==> src/logic/fdtm_pkg.sv <==
// package: constants for the fsk/dtmf tone modulator
package fdtm_pkg;
   // ----------------------------------------------------------------
   // clock and phase accumulator
   // ----------------------------------------------------------------
   localparam int unsigned CLK_HZ = 50_000_000;
   localparam int          PH_W   = 24;

   // ----------------------------------------------------------------
   // register byte addresses
   // ----------------------------------------------------------------
   localparam logic [4:0] ADDR_SETUP  = 5'h00;
   localparam logic [4:0] ADDR_TONES  = 5'h04;
   localparam logic [4:0] ADDR_MODE   = 5'h08;
   localparam logic [4:0] ADDR_CODE   = 5'h0C;
   localparam logic [4:0] ADDR_STATUS = 5'h10;

   // ----------------------------------------------------------------
   // field positions and reset values
   // ----------------------------------------------------------------
   localparam int SETUP_STD_BIT   = 7;
   localparam int SETUP_INV_BIT   = 6;
   localparam int TONE_MODE_BIT   = 7;
   localparam int TONE_GATE_BIT   = 6;
   localparam int TONE_SINGLE_BIT = 4;
   localparam int MM_RATE_BIT     = 0;
   localparam int MM_EN_BIT       = 1;
   localparam int MM_LEVEL_BIT    = 2;
   localparam logic [7:0] REG_RST = 8'h00;
   localparam logic [7:0] MID     = 8'h80;

   // ----------------------------------------------------------------
   // bit rates and bit periods in clock cycles
   // ----------------------------------------------------------------
   localparam int BAUD_V23_LO  = 75;
   localparam int BAUD_BELL_LO = 150;
   localparam int BAUD_HI      = 1200;
   localparam int BIT_CYC_V23  = CLK_HZ / BAUD_V23_LO;
   localparam int BIT_CYC_BELL = CLK_HZ / BAUD_BELL_LO;
   localparam int BIT_CYC_HI   = CLK_HZ / BAUD_HI;

   function automatic logic [PH_W-1:0] phase_inc(input int unsigned hz);
      longint t;
      t = ((longint'(hz) <<< PH_W) + longint'(CLK_HZ / 2)) / longint'(CLK_HZ);
      return t[PH_W-1:0];
   endfunction

   // ----------------------------------------------------------------
   // phase increments per tone
   // ----------------------------------------------------------------
   localparam logic [PH_W-1:0] INC_450  = phase_inc(450);
   localparam logic [PH_W-1:0] INC_390  = phase_inc(390);
   localparam logic [PH_W-1:0] INC_2100 = phase_inc(2100);
   localparam logic [PH_W-1:0] INC_1300 = phase_inc(1300);
   localparam logic [PH_W-1:0] INC_487  = phase_inc(487);
   localparam logic [PH_W-1:0] INC_387  = phase_inc(387);
   localparam logic [PH_W-1:0] INC_2200 = phase_inc(2200);
   localparam logic [PH_W-1:0] INC_1200 = phase_inc(1200);
   localparam logic [PH_W-1:0] INC_697  = phase_inc(697);
   localparam logic [PH_W-1:0] INC_770  = phase_inc(770);
   localparam logic [PH_W-1:0] INC_852  = phase_inc(852);
   localparam logic [PH_W-1:0] INC_941  = phase_inc(941);
   localparam logic [PH_W-1:0] INC_1209 = phase_inc(1209);
   localparam logic [PH_W-1:0] INC_1336 = phase_inc(1336);
   localparam logic [PH_W-1:0] INC_1477 = phase_inc(1477);
   localparam logic [PH_W-1:0] INC_1633 = phase_inc(1633);
endpackage

==> src/logic/fdtm_fifo.sv <==
// bit fifo between the transmit uart and the modulator
`timescale 1ns/1ps
`default_nettype none
module fdtm_fifo #(
   parameter int WIDTH = 1,
   parameter int DEPTH = 4
) (
   input  wire logic             i_ref_clk,   // clock
   input  wire logic             i_rst_n,     // sync reset
   input  wire logic             i_in_valid,  // source has data
   input  wire logic [WIDTH-1:0] i_in_data,   // source data
   output logic                  o_in_ready,  // room for a word
   output logic                  o_out_valid, // word available
   output logic      [WIDTH-1:0] o_out_data,  // head word
   input  wire logic             i_out_ready  // sink takes head
);
   localparam int AW = (DEPTH > 1) ? $clog2(DEPTH) : 1;

   if (DEPTH < 2 || (DEPTH & (DEPTH - 1)) != 0 || WIDTH < 1) begin : g_chk
      $error("fdtm_fifo: DEPTH must be a power of two >= 2");
   end

   typedef struct packed {
      logic [DEPTH-1:0][WIDTH-1:0] mem;
      logic [AW-1:0]               wr;
      logic [AW-1:0]               rd;
      logic [AW:0]                 cnt;
      logic                        full;
   } fdtm_fifo_t;

   fdtm_fifo_t s, next_s;
   logic       push, pop;

   always_comb begin
      next_s = s;
      push   = i_in_valid && !s.full;
      pop    = i_out_ready && (s.cnt != '0);
      if (push) begin
         next_s.mem[s.wr] = i_in_data;
         next_s.wr        = s.wr + 1'b1;
      end
      if (pop) begin
         next_s.rd = s.rd + 1'b1;
      end
      next_s.cnt  = s.cnt + (AW+1)'(push) - (AW+1)'(pop);
      next_s.full = (next_s.cnt == (AW+1)'(DEPTH));
   end

   always_ff @(posedge i_ref_clk) begin
      if (!i_rst_n) begin
         s <= '0;
      end else begin
         s <= next_s;
      end
   end

   // full is a flop so ready never waits on the sink
   assign o_in_ready  = !s.full;
   assign o_out_valid = (s.cnt != '0);
   assign o_out_data  = s.mem[s.rd];
endmodule // fdtm_fifo
`default_nettype wire

==> src/logic/fdtm_modulator.sv <==
// fsk / dtmf tone modulator with avalon-mm register slave
//
// Contract
// - With tone mode off, FSK is produced from setup bit 7, mode bits 0/1 and the current bit.
// - With mode bit 1 low in FSK, the output sits at mid level whatever bit 0.
// - V.23 plan: 75 bps 450/390 Hz or 1200 bps 2100/1300 Hz (space/mark).
// - Bell plan: 150 bps 487/387 Hz or 1200 bps 2200/1200 Hz (space/mark).
// - With tone mode on, DTMF pairs or single tones replace FSK.
// - In tone mode, gate bit 6 passes the tone when 1 and blocks it when 0.
// - Tone bit 4 picks single tone; codes below 8 give upper, others lower.
// - The 4-bit code selects the DTMF row and column frequency pair.
// - Mode bit 2 selects the high transmit filter level.
// - Setup bit 6 enables the inverting balanced output only.
//
// Local design decisions: register access over Avalon-MM and the register addresses.
`timescale 1ns/1ps
`default_nettype none
module fdtm_modulator
   import fdtm_pkg::*;
#(
   parameter int P_BIT_CYC_V23  = BIT_CYC_V23,  // 75 bps bit period
   parameter int P_BIT_CYC_BELL = BIT_CYC_BELL, // 150 bps bit period
   parameter int P_BIT_CYC_HI   = BIT_CYC_HI,   // 1200 bps bit period
   parameter int P_FIFO_DEPTH   = 4             // transmit bit buffer
) (
   input  wire logic        i_ref_clk,          // 50 MHz clock
   input  wire logic        i_rst_n,            // sync reset
   input  wire logic [4:0]  i_avs_address,      // byte address
   input  wire logic        i_avs_read,         // read request
   input  wire logic        i_avs_write,        // write request
   input  wire logic [31:0] i_avs_writedata,    // write data
   input  wire logic [3:0]  i_avs_byteenable,   // byte lanes
   output logic      [31:0] o_avs_readdata,     // read data
   output logic             o_avs_waitrequest,  // stall
   input  wire logic        i_tx_bit_valid,     // uart bit offered
   input  wire logic        i_tx_bit,           // uart bit, 1 = mark
   output logic             o_tx_bit_ready,     // bit accepted
   output logic      [7:0]  o_tx_sample,        // modulator sample
   output logic             o_level_high,       // filter +3 dB
   output logic             o_balanced_inverting_output_en // inverting out
);
   // ----------------------------------------------------------------
   // elaboration checks
   // ----------------------------------------------------------------
   if (P_BIT_CYC_V23 < 2 || P_BIT_CYC_BELL < 2 || P_BIT_CYC_HI < 2 ||
       P_BIT_CYC_V23 >= (1 << 20) || P_BIT_CYC_BELL >= (1 << 20) ||
       P_BIT_CYC_HI >= (1 << 20)) begin : g_chk
      $error("fdtm_modulator: bit period out of range");
   end

   typedef struct packed {
      logic [7:0]      setup;
      logic [7:0]      tones;
      logic [7:0]      mode;
      logic [7:0]      code;
      logic            wait_st;
      logic [31:0]     rdata;
      logic [19:0]     bit_cnt;
      logic            cur_bit;
      logic [PH_W-1:0] ph_a;
      logic [PH_W-1:0] ph_b;
      logic [7:0]      sample;
      logic            level_hi;
      logic            inv_en;
   } fdtm_state_t;

   fdtm_state_t s, next_s;

   // ----------------------------------------------------------------
   // helper functions
   // ----------------------------------------------------------------
   function automatic logic [7:0] tri8(input logic [PH_W-1:0] ph);
      return ph[PH_W-1] ? ~ph[PH_W-2 -: 8] : ph[PH_W-2 -: 8];
   endfunction

   function automatic logic [PH_W-1:0] row_inc(input logic [3:0] c);
      unique case (c)
         4'h1, 4'h2, 4'h3, 4'hD: return INC_697;
         4'h4, 4'h5, 4'h6, 4'hE: return INC_770;
         4'h7, 4'h8, 4'h9, 4'hF: return INC_852;
         default:                return INC_941;
      endcase
   endfunction

   function automatic logic [PH_W-1:0] col_inc(input logic [3:0] c);
      unique case (c)
         4'h1, 4'h4, 4'h7, 4'hB: return INC_1209;
         4'h2, 4'h5, 4'h8, 4'hA: return INC_1336;
         4'h3, 4'h6, 4'h9, 4'hC: return INC_1477;
         default:                return INC_1633;
      endcase
   endfunction

   // ----------------------------------------------------------------
   // transmit bit buffer
   // ----------------------------------------------------------------
   logic fifo_valid;
   logic fifo_bit;
   logic pop;

   fdtm_fifo #(
      .WIDTH (1),
      .DEPTH (P_FIFO_DEPTH)
   ) u_fifo (
      .i_ref_clk   (i_ref_clk),
      .i_rst_n     (i_rst_n),
      .i_in_valid  (i_tx_bit_valid),
      .i_in_data   (i_tx_bit),
      .o_in_ready  (o_tx_bit_ready),
      .o_out_valid (fifo_valid),
      .o_out_data  (fifo_bit),
      .i_out_ready (pop)
   );

   // ----------------------------------------------------------------
   // next-state logic
   // ----------------------------------------------------------------
   logic            req;
   logic            tone_mode;
   logic            fsk_en;
   logic            bell;
   logic            fast;
   logic            tick;
   logic [19:0]     bit_len;
   logic [PH_W-1:0] inc_a;
   logic [PH_W-1:0] inc_b;
   logic [8:0]      pair_sum;
   logic [7:0]      rd_val;

   always_comb begin
      next_s    = s;
      req       = i_avs_read || i_avs_write;
      tone_mode = s.tones[TONE_MODE_BIT];
      bell      = s.setup[SETUP_STD_BIT];
      fast      = s.mode[MM_RATE_BIT];
      fsk_en    = !tone_mode && s.mode[MM_EN_BIT];

      // bus slave: wait one cycle, answer with the stall dropped, then raise it again
      next_s.wait_st = !(req && s.wait_st);
      unique case (i_avs_address)
         ADDR_SETUP:  rd_val = s.setup;
         ADDR_TONES:  rd_val = s.tones;
         ADDR_MODE:   rd_val = s.mode;
         ADDR_CODE:   rd_val = s.code;
         ADDR_STATUS: rd_val = {4'h0, tone_mode, fsk_en, fifo_valid, s.cur_bit};
         default:     rd_val = 8'h00;
      endcase
      if (i_avs_read && s.wait_st) begin
         next_s.rdata = {24'h000000, rd_val};
      end
      if (i_avs_write && !s.wait_st && i_avs_byteenable[0]) begin
         unique case (i_avs_address)
            ADDR_SETUP: next_s.setup = i_avs_writedata[7:0];
            ADDR_TONES: next_s.tones = i_avs_writedata[7:0];
            ADDR_MODE:  next_s.mode  = i_avs_writedata[7:0];
            ADDR_CODE:  next_s.code  = i_avs_writedata[7:0];
            default:    ;
         endcase
      end

      // bit timer runs only while fsk transmits
      if (fast) begin
         bit_len = 20'(P_BIT_CYC_HI);
      end else if (bell) begin
         bit_len = 20'(P_BIT_CYC_BELL);
      end else begin
         bit_len = 20'(P_BIT_CYC_V23);
      end
      tick = fsk_en && (s.bit_cnt >= bit_len - 20'h00001);
      pop = tick && fifo_valid;
      if (!fsk_en || tick) begin
         next_s.bit_cnt = 20'h00000;
      end else begin
         next_s.bit_cnt = s.bit_cnt + 20'h00001;
      end
      // empty buffer idles on mark rather than repeating a bit
      if (!fsk_en) begin
         next_s.cur_bit = 1'b1;
      end else if (tick) begin
         next_s.cur_bit = fifo_valid ? fifo_bit : 1'b1;
      end

      if (!bell) begin
         if (fast) begin
            inc_a = s.cur_bit ? INC_1300 : INC_2100;
         end else begin
            inc_a = s.cur_bit ? INC_390 : INC_450;
         end
      end else if (fast) begin
         inc_a = s.cur_bit ? INC_1200 : INC_2200;
      end else begin
         inc_a = s.cur_bit ? INC_387 : INC_487;
      end
      inc_b = col_inc(s.code[3:0]);
      if (tone_mode) begin
         if (s.tones[TONE_SINGLE_BIT] && !s.code[3]) begin
            inc_a = col_inc(s.code[3:0]);
         end else begin
            inc_a = row_inc(s.code[3:0]);
         end
      end

      next_s.ph_a = s.ph_a + inc_a;
      next_s.ph_b = s.ph_b + inc_b;

      pair_sum = {1'b0, tri8(s.ph_a)} + {1'b0, tri8(s.ph_b)};
      if (!tone_mode) begin
         // disabled modulator rests at mid level
         next_s.sample = s.mode[MM_EN_BIT] ? tri8(s.ph_a) : MID;
      end else if (!s.tones[TONE_GATE_BIT]) begin
         next_s.sample = MID;
      end else if (s.tones[TONE_SINGLE_BIT]) begin
         next_s.sample = tri8(s.ph_a);
      end else begin
         next_s.sample = pair_sum[8:1];
      end

      next_s.level_hi = s.mode[MM_LEVEL_BIT];
      next_s.inv_en   = s.setup[SETUP_INV_BIT];
   end

   always_ff @(posedge i_ref_clk) begin
      if (!i_rst_n) begin
         s         <= '0;
         s.wait_st <= 1'b1;
         s.cur_bit <= 1'b1;
         s.sample  <= MID;
         s.setup   <= REG_RST;
         s.tones   <= REG_RST;
         s.mode    <= REG_RST;
         s.code    <= REG_RST;
      end else begin
         s <= next_s;
      end
   end

   // ----------------------------------------------------------------
   // outputs
   // ----------------------------------------------------------------
   assign o_avs_readdata                 = s.rdata;
   assign o_avs_waitrequest              = s.wait_st;
   assign o_tx_sample                    = s.sample;
   assign o_level_high                   = s.level_hi;
   assign o_balanced_inverting_output_en = s.inv_en;

   // ----------------------------------------------------------------
   // assertions
   // ----------------------------------------------------------------
   logic [PH_W-1:0] prev_a, prev_b, step_a, step_b;

   always_ff @(posedge i_ref_clk) begin
      if (!i_rst_n) begin
         prev_a <= '0;
         prev_b <= '0;
      end else begin
         prev_a <= s.ph_a;
         prev_b <= s.ph_b;
      end
   end
   assign step_a = s.ph_a - prev_a;
   assign step_b = s.ph_b - prev_b;
endmodule // fdtm_modulator
`default_nettype wire

==> config.mk <==
export PLATFORM = sky130hd
export DESIGN_NAME = fdtm_modulator
export DESIGN_NICKNAME = d
export VERILOG_FILES = /design/src/logic/fdtm_pkg.sv /design/src/logic/fdtm_fifo.sv /design/src/logic/fdtm_modulator.sv
export SDC_FILE = /design/constraint.sdc
export NUM_CORES = 1
export LEC_CHECK = 0
export BUFFER_PORTS_ARGS = -buffer_cell sky130_fd_sc_hd__buf_4
export CORE_UTILIZATION = 45
export DETAILED_ROUTE_END_ITERATION = 16
export SETUP_SLACK_MARGIN = 0.4
export SYNTH_ARGS = -nofsm -noshare
export SYNTH_HDL_FRONTEND = slang
export SYNTH_SLANG_ARGS = --single-unit
==> constraint.sdc <==
create_clock -name i_ref_clk -period 4.5 [get_ports i_ref_clk]
set_input_delay 0.9 -clock i_ref_clk [delete_from_list [all_inputs] [get_ports i_ref_clk]]
set_output_delay 0.9 -clock i_ref_clk [all_outputs]
set_load 0.02 [all_outputs]
==> impl_metrics.tcl <==
set metrics [dict create \
    io-pin-count 91 \
    synth-main-ff-cell "dfxtp_1" \
    htreeDepth 4 \
    hpwlAfterDp_mm 11.3 \
    worstHoldEndpoint "u_fifo.s[10]$_SDFFE_PN0P_" \
    synth_area_sq_um 8080 \
    avgSynthCellArea_sq_um 8.77 \
    insertedDiodeCount 0 \
    setup_ws_ns 0.746 \
    core-area_sq_um 17400 \
    antenna_found_initial 0 \
    path_class "reg2reg" \
    worstPathRequired_ns 4.84 \
    post-route-drc-count 0 \
    clock_path_buffers 2 \
    gr-usage-all-layers_pct 18.1 \
    cts.sinks 144 \
    fillers 1647 \
    cp-start-kind "flip-flop" \
    cts_tree "done" \
    die_x_um 136 \
    ff2ff_setup_slack_ns 0.75 \
    num_vias 5992 \
    placementRows 48 \
    hold_start "u_fifo.s[10]$_SDFFE_PN0P_" \
    period_needed_ns 3.75 \
    power_per_cell_area_nw_per_um2 336 \
    yosysSeqAreaShare_pct 35.7 \
    grt_pass1_wl_mm 26.6 \
    hold_path.class "reg2reg" \
    drtPass1Iterations 4 \
    cts_hold_buf 0 \
    period_share_pct 83.4 \
    final_hold_viol_count 0 \
    grt-ovfl-total 0 \
    postRouteAntennaNets 0 \
    grt_pass1_vias 5572 \
    r2r_end "u_fifo.s[0]$_SDFF_PN0_" \
    status "finished, final reports clean" \
    layout.cells.non_filler 1176 \
    dp.cells 1143 \
    max-slew-margin-rel_pct 41.6 \
    cts_buffers 17 \
    cp_max_fo 7 \
    drive_gt1_share_pct 10.2 \
    ys_async_sr_fraction_pct 0 \
    fin_skew_ns 0.00843 \
    die_area_sq_um 18500 \
    ir_drop_mv 0.249 \
    end_kind "flip-flop" \
    r2r-start "fast$_SDFFE_PN0P_" \
    cts_root_buf "clkbuf_16" \
    fmax_mhz 266 \
    initial_core_util_pct 46.4 \
    wl_per_cell_um 13.4 \
    clkSlewWorstSetupHoldPaths_ns 0.06 \
    ff2ff_path_depth 15 \
    setup_viol 0 \
    hold_depth 2 \
    yosysUniqueCellTypes 68 \
    yosys_warnings 0 \
    via_per_inst 5.10 \
    setup_tns_ns 0 \
    cp_data_arrival_time_ns 4.09 \
    p_total_mw 3.01 \
    max_cap_violations 0 \
    place_ws_ns 0.721 \
    grt_max_degree 50 \
    rsz0062_at_grt "no" \
    drt-initial-drc-count 226 \
    synth-seq-cells 144 \
    worst_pin_slew_ns 0.874 \
    drv_slew 0 \
    port_buffers 39 \
    synth_edf_count 0 \
    syn_inst 922 \
    nNetsFinal 1053 \
    drt_wl_total_mm 15.7 \
    clk_latency_ns 0.42 \
    syn_to_final_growth_pct 10.8 \
    die_y_um 136 \
    power.leakage_nw 3.80 \
    place.gp.congestion 0.799 \
]
repair_timing:
action / 4_1_cts / 5_1_grt
setup endpoints to repair: 0 / 1
buffers inserted: 0 / 2
endpoints found under the hold margin: 0 / 0
resized for setup: 0 / 1
synthesized netlist by cell type (4+ instances only):
cell type / instances / share of area (%)
nor2b_1: 7 / 0.54
xnor2_1: 23 / 2.5
xor2_1: 51 / 5.5
mux4_2: 5 / 1.4
a21o_1: 7 / 0.65
and2_1: 11 / 0.85
clkbuf_1: 18 / 0.84
nor3_1: 19 / 1.2
a211oi_1: 9 / 0.84
nand3_1: 21 / 1.3
inv_1: 35 / 1.6
fa_1: 4 / 0.99
buf_2: 5 / 0.31
mux2i_1: 39 / 4.8
buf_6: 4 / 0.56
nor2_1: 126 / 5.9
nand4_1: 10 / 0.77
nor4_1: 4 / 0.31
o21a_1: 6 / 0.56
and3_1: 14 / 1.1
ha_1: 63 / 9.8
buf_4: 40 / 3.7
nand2_1: 73 / 3.4
a22oi_1: 10 / 0.93
a32o_1: 4 / 0.50
a31oi_1: 5 / 0.39
a21oi_1: 51 / 3.2
nand2b_1: 8 / 0.62
o211ai_1: 5 / 0.46
or3_1: 8 / 0.62
buf_1: 7 / 0.33
o22ai_1: 6 / 0.46
dfxtp_1: 144 / 36
o21ai_0: 28 / 1.7
power by group:
part	switching, mW	leakage [nW]	internal [mW]	total (mW)
sequential	0.0191	1.17	1.31	1.33
clock	0.529	0.289	0.937	1.47
combinational	0.137	2.34	0.0858	0.223
total	0.685	3.80	2.33	3.01
layout by cell type, fill, tap and decap left out, drive strengths merged, types with 4 or more instances in the layout:
cell type	n
mux4	5
conb	27
nand2	73
nor4	4
nor3	20
mux2i	39
buf	47
ha	63
nand3	21
fa	4
a21o	8
dfxtp	144
xnor2	24
clkbuf	21
o21a	6
a21oi	51
nor2b	7
or3	8
a211oi	9
bufinv	4
nor2	128
inv	37
and3	14
xor2	51
and2	12
nand2b	9
a32o	4
nand4	10
a22oi	10
o22ai	6
o211ai	5
a31oi	5
o21ai	29
stage by stage:
| step | hold slack, ns | instance area [sq um] | utilization (%) |
|---|---|---|---|
| 6_report | 0.456 | 8960 | 51.5 |
| 5_1_grt | 0.475 | 8960 | 51.5 |
| 4_1_cts | 0.460 | 8940 | 51.4 |
| 3_5_place_dp | 0.450 | 8330 | 47.8 |
| 3_3_place_gp | 0.448 | 8330 | 47.8 |
| 2_1_floorplan | 0.433 | 8180 | - |
final cells by class:
class | count | area [sq um] | area share (%)
multi-input cells | 692 | 4690 | 52.3
flip-flops and latches | 144 | 2880 | 32.2
clock buffers | 21 | 450 | 5.03
repair buffers | 47 | 353 | 3.94
well taps | 225 | 282 | 3.14
clock inverters | 10 | 161 | 1.80
inverters | 37 | 144 | 1.61
metal layers:
metal | vias up | routed length (um) | global-route usage, % | part of all wire (%)
li1 | 3163 | - | - | -
met1 | 2734 | 7970 | 24.7 | 51
met2 | 85 | 7130 | 28.2 | 45
met3 | 10 | 485 | 3.84 | 3.1
met4 | 0 | 132 | 6.23 | 0.84
met5 | - | 0 | 0 | 0
cells by family (layout without fill, tap and decap cells):
kind of cell	after synthesis	count (layout)	share of synthesized area [%]
adder cells (fa/ha/maj)	67	67	10.7
multiplexers	47	47	6.64
XOR/XNOR	75	75	8.22
flip-flops	144	144	35.7
buffers and inverters	111	115	7.52
AND/OR/NAND/NOR	323	323	18.9
other	2	27	0.0929
AO/OA/AOI/OAI	153	153	12.2
sequential cells by signal (all words and copies together) (netlist names), named ones only:
signal                          count
bell                                1
o_level_high                        1
u_fifo.s                           12
o_avs_readdata                      8
s                                  96
next_s                              2
fast                                1
o_tx_sample                         8
o_avs_waitrequest                   1
o_balanced_inverting_output_en      1
inc_b                               7
worst max path at each step:
stage / start / endpoint / slack [ns] / cells past startpoint
2_1_floorplan: bell$_SDFFE_PN0P_ / u_fifo.s[0]$_SDFF_PN0_ / 1.11 / 16
3_3_place_gp: fast$_SDFFE_PN0P_ / u_fifo.s[0]$_SDFF_PN0_ / 0.76 / 15
3_5_place_dp: fast$_SDFFE_PN0P_ / u_fifo.s[0]$_SDFF_PN0_ / 0.72 / 15
4_1_cts: fast$_SDFFE_PN0P_ / u_fifo.s[0]$_SDFF_PN0_ / 0.70 / 15
5_1_grt: fast$_SDFFE_PN0P_ / u_fifo.s[0]$_SDFF_PN0_ / 0.43 / 15
6_report: fast$_SDFFE_PN0P_ / u_fifo.s[0]$_SDFF_PN0_ / 0.75 / 15
critical path, stage by stage (launching register included):
cell	delay (ns)
dfxtp_1	0.39
inv_1	0.27
nand2_1	0.20
ha_1	0.33
a211o_1	0.29
a31oi_1	0.14
o21ai_0	0.16
a221oi_2	0.42
nor2_1	0.14
ha_1	0.30
inv_1	0.04
ha_1	0.18
fa_1	0.38
xnor2_1	0.15
and2_1	0.14
nor3b_1	0.16
No activity file was read; power rests on OpenSTA's default activity.
